<file path="src/core/idsc_cfg.svh">
// Purpose: offsets, field positions, reset values of the idle block
// Assumes: register index times four is the APB byte address
// Notes:   included by the package only
`ifndef IDSC_CFG_SVH
`define IDSC_CFG_SVH

// -----------------------------------------------------------------
// Register indices
// -----------------------------------------------------------------
`define IDSC_AW        18
`define IDSC_PCTL_IDX  16'h9400
`define IDSC_PIST_IDX  16'h9401
`define IDSC_MCTL_IDX  16'h9402
`define IDSC_MIST_IDX  16'h9403
`define IDSC_IREQ_IDX  16'h9404

// -----------------------------------------------------------------
// Fields
// -----------------------------------------------------------------
`define IDSC_NPER       14
`define IDSC_HOST_BIT   1
`define IDSC_DMA_BIT    0
`define IDSC_PERI_BIT   3
`define IDSC_MAST_BIT   2

// -----------------------------------------------------------------
// Reset values
// -----------------------------------------------------------------
`define IDSC_PCTL_RST  14'h0000
`define IDSC_PIST_RST  14'h0000
`define IDSC_PREQ_RST  14'h0000
`define IDSC_MCTL_RST  2'h0
`define IDSC_MIST_RST  2'h0
`define IDSC_FLAG_RST  1'h0

`endif

</file>
<file path="src/core/idsc_pkg.sv">
// Purpose: shared types of the idle block
// Assumes: constants come from the config header
// Notes:   one bit per unit in each direction
`include "idsc_cfg.svh"

package idsc_pkg;

  typedef logic [`IDSC_NPER-1:0] idsc_per_t;

  // Request or acknowledge, one bit per unit
  typedef struct packed {
    idsc_per_t per;
    logic      host;
    logic      dma;
  } idsc_unit_t;

endpackage : idsc_pkg

</file>
<file path="src/core/idsc_top.sv">
// Purpose: idle status and master idle control, APB slave
// Assumes: units answer idle requests on mclk with a level ack
// Notes:   zero wait state; unmapped addresses answer pslverr
//
// Contract
// Peripheral status register, read only, resets to zero.
// Bit 13 shows miscellaneous group idle.
// Bit 12 shows external memory interface idle.
// Bit 11 shows tick timer idle.
// Bit 10 shows watchdog idle.
// Bit 9 shows parallel pin logic idle.
// Bit 8 shows async serial port idle.
// Bits 7..5 show I2C, identification unit, byte port idle.
// Bits 4..2 show serial ports two, one, zero idle.
// Bits 1..0 show timers one and zero idle.
// Master control: bits 1..0 writable, reset zero, rest read zero.
// Host port stops when master flag rises with bit 1 set.
// DMA stops when master flag rises with bit 0 set.
// Master status register read only, upper bits zero, reset zero.
// Master status bit 1 shows host port idle.
// Master status bit 0 shows DMA idle.
// Idle instruction with peripheral flag stops units whose control bit set.
// Idle instruction with peripheral flag clear wakes every unit.
// Idle instruction with peripheral flag set wakes units with bit clear.
// Status bits follow unit acknowledge, not the request.
//
// Design decision made here: the APB interface to the registers.
`timescale 1ns/1ps

module idsc_top
  import idsc_pkg::*;
(
  input  wire logic                 mclk,
  input  wire logic                 rst,
  input  wire logic                 psel,
  input  wire logic                 penable,
  input  wire logic                 pwrite,
  input  wire logic [`IDSC_AW-1:0]  paddr,
  input  wire logic [31:0]          pwdata,
  output      logic [31:0]          prdata,
  output      logic                 pready,
  output      logic                 pslverr,
  input  wire logic                 idle_exec,
  input  wire idsc_unit_t           unit_ack,
  output      idsc_unit_t           unit_req
);

  // -----------------------------------------------------------------
  // Decode
  // -----------------------------------------------------------------

  function automatic logic hit(
    input logic [`IDSC_AW-1:0] a,
    input logic [15:0]         idx
  );
    hit = (a[`IDSC_AW-1:2] == idx) && (a[1:0] == 2'h0);
  endfunction : hit

  function automatic logic mapped(input logic [`IDSC_AW-1:0] a);
    mapped = hit(a, `IDSC_PCTL_IDX) || hit(a, `IDSC_PIST_IDX)
          || hit(a, `IDSC_MCTL_IDX) || hit(a, `IDSC_MIST_IDX)
          || hit(a, `IDSC_IREQ_IDX);
  endfunction : mapped

  // -----------------------------------------------------------------
  // State
  // -----------------------------------------------------------------

  idsc_per_t    pctl_q;
  idsc_per_t    pist_q;
  logic [1:0]   mctl_q;
  logic [1:0]   mist_q;
  logic         pflag_q;
  logic         mflag_q;
  logic         mflag_dly_q;
  idsc_per_t    preq_q;
  logic         host_req_q;
  logic         dma_req_q;
  logic [31:0]  rdata_q;
  logic         err_q;
  logic         setup;
  logic         wr_acc;
  logic         mflag_rise;

  assign setup      = psel && !penable;
  assign wr_acc     = psel && penable && pwrite;
  assign mflag_rise = mflag_q && !mflag_dly_q;

  // Zero wait state keeps the core's access path short
  assign pready   = 1'b1;
  assign prdata   = rdata_q;
  assign pslverr  = err_q;

  assign unit_req.per  = preq_q;
  assign unit_req.host = host_req_q;
  assign unit_req.dma  = dma_req_q;

  // -----------------------------------------------------------------
  // Writable registers
  // -----------------------------------------------------------------

  always_ff @(posedge mclk)
  begin
    if (rst)
      pctl_q <= `IDSC_PCTL_RST;
    else if (wr_acc && hit(paddr, `IDSC_PCTL_IDX))
      pctl_q <= pwdata[`IDSC_NPER-1:0];
  end

  // two writable bits
  always_ff @(posedge mclk)
  begin
    if (rst)
      mctl_q <= `IDSC_MCTL_RST;
    else if (wr_acc && hit(paddr, `IDSC_MCTL_IDX))
      mctl_q <= pwdata[1:0];
  end

  always_ff @(posedge mclk)
  begin
    if (rst)
    begin
      pflag_q <= `IDSC_FLAG_RST;
      mflag_q <= `IDSC_FLAG_RST;
    end
    else if (wr_acc && hit(paddr, `IDSC_IREQ_IDX))
    begin
      pflag_q <= pwdata[`IDSC_PERI_BIT];
      mflag_q <= pwdata[`IDSC_MAST_BIT];
    end
  end

  always_ff @(posedge mclk)
  begin
    if (rst)
      mflag_dly_q <= `IDSC_FLAG_RST;
    else
      mflag_dly_q <= mflag_q;
  end

  // -----------------------------------------------------------------
  // Peripheral idle requests
  // -----------------------------------------------------------------

  // stop selected units
  // flag clear wakes all
  // clear bits wake
  always_ff @(posedge mclk)
  begin
    if (rst)
      preq_q <= `IDSC_PREQ_RST;
    else if (idle_exec)
      preq_q <= pflag_q ? pctl_q : `IDSC_PREQ_RST;
  end

  // -----------------------------------------------------------------
  // Master idle requests
  // -----------------------------------------------------------------

  // host port on rise
  always_ff @(posedge mclk)
  begin
    if (rst)
      host_req_q <= `IDSC_FLAG_RST;
    else if (!mflag_q)
      host_req_q <= 1'b0;
    else if (mflag_rise)
      host_req_q <= mctl_q[`IDSC_HOST_BIT];
  end

  // DMA on rise
  always_ff @(posedge mclk)
  begin
    if (rst)
      dma_req_q <= `IDSC_FLAG_RST;
    else if (!mflag_q)
      dma_req_q <= 1'b0;
    else if (mflag_rise)
      dma_req_q <= mctl_q[`IDSC_DMA_BIT];
  end

  // -----------------------------------------------------------------
  // Status capture
  // -----------------------------------------------------------------

  // track acknowledge only
  // upper unit bits
  // lower unit bits
  // reset to zero
  for (genvar g = 0; g < `IDSC_NPER; g++)
  begin : g_stat
    always_ff @(posedge mclk)
    begin
      if (rst)
        pist_q[g] <= 1'(`IDSC_PIST_RST >> g);
      else
        pist_q[g] <= unit_ack.per[g];
    end
  end

  // host port idle
  // DMA idle
  always_ff @(posedge mclk)
  begin
    if (rst)
      mist_q <= `IDSC_MIST_RST;
    else
      mist_q <= {unit_ack.host, unit_ack.dma};
  end

  // -----------------------------------------------------------------
  // Read path
  // -----------------------------------------------------------------

  // upper bits read zero
  always_ff @(posedge mclk)
  begin
    if (rst)
      rdata_q <= 32'h0000_0000;
    else if (setup)
    begin
      if (hit(paddr, `IDSC_PCTL_IDX))
        rdata_q <= {18'h00000, pctl_q};
      else if (hit(paddr, `IDSC_PIST_IDX))
        rdata_q <= {18'h00000, pist_q};
      else if (hit(paddr, `IDSC_MCTL_IDX))
        rdata_q <= {30'h00000000, mctl_q};
      else if (hit(paddr, `IDSC_MIST_IDX))
        rdata_q <= {30'h00000000, mist_q};
      else if (hit(paddr, `IDSC_IREQ_IDX))
        rdata_q <= {28'h0000000, pflag_q, mflag_q, 2'h0};
      else
        rdata_q <= 32'h0000_0000;
    end
  end

  // Writes to read-only words are dropped quietly
  always_ff @(posedge mclk)
  begin
    if (rst)
      err_q <= 1'b0;
    else if (setup)
      err_q <= !mapped(paddr);
    else if (!psel)
      err_q <= 1'b0;
  end
endmodule : idsc_top

</file>
<file path="config.mk">
export PLATFORM = sky130hd
export DESIGN_NAME = idsc_top
export DESIGN_NICKNAME = d
export VERILOG_FILES = /design/src/core/idsc_pkg.sv /design/src/core/idsc_top.sv
export VERILOG_INCLUDE_DIRS = /design/src /design/src/core
export SDC_FILE = /design/constraint.sdc
export NUM_CORES = 1
export LEC_CHECK = 0
export BUFFER_PORTS_ARGS = -buffer_cell sky130_fd_sc_hd__buf_2
export CORE_ASPECT_RATIO = 1.1
export CORE_MARGIN = 2
export CORE_UTILIZATION = 53
export CTS_BUF_LIST = sky130_fd_sc_hd__clkbuf_4 sky130_fd_sc_hd__clkbuf_8
export DETAILED_ROUTE_END_ITERATION = 6
export HOLD_SLACK_MARGIN = 0.08
export PLACE_DENSITY = 0.87
export SETUP_SLACK_MARGIN = 0.3
export SLEW_MARGIN = 20
export SYNTH_ARGS = -nofsm -noshare
export SYNTH_HDL_FRONTEND = slang
export SYNTH_SLANG_ARGS = --single-unit
</file>
<file path="constraint.sdc">
create_clock -name mclk -period 3.1 [get_ports mclk]
set_input_delay 0.31 -clock mclk [delete_from_list [all_inputs] [get_ports mclk]]
set_output_delay 0.31 -clock mclk [all_outputs]
set_load 0.01 [all_outputs]
</file>
==> metrics.md <==
| Metric | Value |
|---|---|
| Status | finished, final reports clean |
| Post-Syn Area | 2870 um^2 |
| Crit end category | register |
| Starting DRT DRC Count | 211 |
| Fin. max-slew vios | 0 |
| Area growth syn-to-layout | 20.0% |
| Global Route met2 Usage | 36.5% |
| Post-synth EDFFs | 0 |
| Critical Path Stages | 5 |
| H-tree levels | 3 |
| WP data required | ~3.4 ns |
| Yosys warnings | 0 |
| Final Power | 1.79 mW |
| Internal | 1.42 mW |
| Cell family with most CP delay | simple AND/OR/NAND/NOR gates |
| Ratio of final minimum period to clock period | 63.4% |
| Hold Buf Count CTS | 0 |
| Slowest-stage cell, CP | nor3_2 |
| WL per Instance | 13.9 um |
| Syn Area/Cell | 9.03 um^2 |
| Lkg Pwr | around 1.4 nW |
| M1 GR Usage | 28.4% |
| Setup WS post-layout | 1.14 ns |
| Final cell count without fillers | 472 |
| Clock latency on the worst-skew pair | 0.33 ns |
| Initial Utilization | 54.3% |
| Number of synthesized register bits | 66 |
| Cells on worst reg2reg path | 3 |
| Post-CTS setup buffers | 0 |
| Fmax | 0.509 GHz |
| Sw Pwr | ~0.37 mW |
| Post-layout minimum cycle time | 1.96 ns |
| Arrival @ worst endpoint | about 2.2 ns |
| Antenna Cells | 0 |
| DRT Pass-1 Iters | 4 |
| Worst vdd ir | 292 uV |
| Final setup vio count | 0 |
| Clk sinks | 66 |
| Die height | 81.2 um |
| GRT busiest layer | met2 |
| Post-Syn Instances | 318 |
| RSZ-0062 raised after global routing | no |
| Net count, final | between 400 and 500 |
| Clock share of power | 45.2% |
| Critical Setup Path Class | input pin to register |
| # port buffers | 84 |
| Max-cap viol count | 0 |
| Most common cell after layout, fill and taps aside | buf_2 |
| Via/cell ratio | 5.36 |
| Slew margin rel. | between 40% and 50% |
| Crit-path max cell delay | 0.72 ns |
| # fillers | 464 |
| HP Class | input pin to register |
| Clock transition at path regs | approximately 0.07 ns |
| Slew @ Worst Pin | 0.851 ns |
| Comb pwr share | 6.5% |
| Overflow after GRT | 0 |
| Setup WS pre-CTS | 0.877 ns |
| P per Cell Area | 520 nW/um^2 |
| Startpoint types | input pin |
| Die area | 6020 um^2 |
| GPL Wtd Cong | 0.884 |
| Seq/Total Area, Yosys | a little under half |
| Largest net degree at the start of global routing | 43 |
| Io pins | 122 |
| Critical path buffers and inverters | 1 |
| Core footprint | 5290 um^2 |
| Vias in the first global route | about 2,400 |
| Drc violations | 0 |
| First-pass GRT wire length | 10,600 um |
| Commonest cells after routing, fill and taps aside | buf_2 (84), dfxtp_1 (66), a21oi_1 (45) |
| Sequential share of power | 48.3% |
| Total CTS buffers | 9 |
| Root Buffer | clkbuf_8 |
| Total Routing Usage GR | approximately a quarter |
| PostCTS Resize Cnt | 0 |
| Drt total wl | 6550 um |
| # rows | 28 |
| Ys async rst share | 0% |
| Layout cells sized above 1 | 31.5% |
| Initial antenna violation count | 0 |
| Reg-to-reg setup timing slack | 1.97 ns |
| Total number of vias | 2,531 |
| Sw Share | about a fifth |
| Hold depth | 2 |
| Placed Cells | 456 |
| Worst Path Max Fanout | 14 |
| Final Hold Fails | 0 |
| Final HPWL DP | ~4600 um |
| Post-route ant nets | 0 |
| CTS tree | done |
| M3 GR Usage | 6.70% |
| Setup_tns | 0 ns |
| Synth unique cells | 40 |
| Clock skew | around 0.0052 ns |
| Die W | 74.2 um |
| Prevailing post-synth register cell | dfxtp_1 |
| Cell chain of the critical path | buf_2 > or4b_1 > nor3_2 > nand3_1 > a21oi_1 |
| Max Root-Sink Buffers | 2 |
==> power groups by stage <==
stage	logic (mW)	registers, mW	clock network (mW)
floorplan	0.0827	0.883	0
global placement	0.113	0.883	0
detailed placement	0.115	0.884	0
CTS	0.115	0.865	0.820
global route	0.129	0.865	0.860
finish	0.116	0.865	0.810
==> cell usage after synthesis, drive strengths merged (2+ instances only) <==
master | count | share of area (%)
dfxtp | 66 | 46
a21oi | 46 | 8.1
nor2b | 32 | 7.0
buf | 29 | 7.3
nand3 | 20 | 3.5
o21ai | 19 | 3.3
nand4 | 17 | 3.7
nor2 | 16 | 2.1
clkbuf | 13 | 1.7
nand2 | 12 | 1.6
mux2 | 10 | 3.9
nand2b | 6 | 1.3
nor3 | 3 | 0.70
a31oi | 2 | 0.44
and3 | 2 | 0.44
conb | 2 | 0.26
inv | 2 | 0.26
mux2i | 2 | 0.70
mux4 | 2 | 1.6
nor3b | 2 | 0.52
or4 | 2 | 0.78
or4b | 2 | 0.83
==> metal layers <==
metal | up-vias | share of wire [%]
met2 | 121 | 48
met5 | - | 0
met3 | 12 | 8.2
met1 | 1173 | 42
met4 | 0 | 2.2
li1 | 1225 | -
==> registers in the layout, summed over array words and instances (netlist names) <==
| register | count |
|---|---|
| dma_req_q | 1 |
| host_req_q | 1 |
| mctl_q | 2 |
| mflag_dly_q | 1 |
| mflag_q | 1 |
| mist_q | 2 |
| pctl_q | 14 |
| pflag_q | 1 |
| pist_q | 14 |
| prdata | 14 |
| preq_q | 14 |
| pslverr | 1 |
==> worst paths after layout <==
kind / start / endpoint
worst max register to register: pctl_q[0] / prdata[0]
worst max-delay path: paddr[3] / pctl_q[11]
worst min-delay path: unit_ack[2] / pist_q[0]
worst min register to register: prdata[12] / prdata[12]
==> stage by stage <==
stage / util [%] / instance area [um^2] / hold WS (ns)
after floorplan: - / 2940 / 0.438
after global placement: 60.9 / 3220 / 0.437
after detailed placement: 60.9 / 3220 / 0.446
after CTS: 65.2 / 3450 / 0.169
after global routing: 65.2 / 3450 / 0.166
final: 65.2 / 3450 / 0.181
==> final cells by class <==
type	instances	area, um^2	area share [%]
Inverter	2	7.51	0.218
Clock inverter	2	60.1	1.74
Sequential cell	66	1320	38.3
Tap cell	75	93.8	2.72
Multi-Input combinational cell	225	1350	39.1
Clock buffer	14	168	4.86
Timing Repair Buffer	88	450	13.1
==> cell families (layout without fill, tap and decap cells) <==
family / count (synthesis) / in the layout / synth area share [%]
compound gates: 70 / 70 / 13.2
flops: 66 / 66 / 46.0
simple gates: 122 / 122 / 25.1
buf+inv: 44 / 106 / 9.32
other cells: 2 / 19 / 0.262
mux: 14 / 14 / 6.19
(Power assumes the default switching activity.)
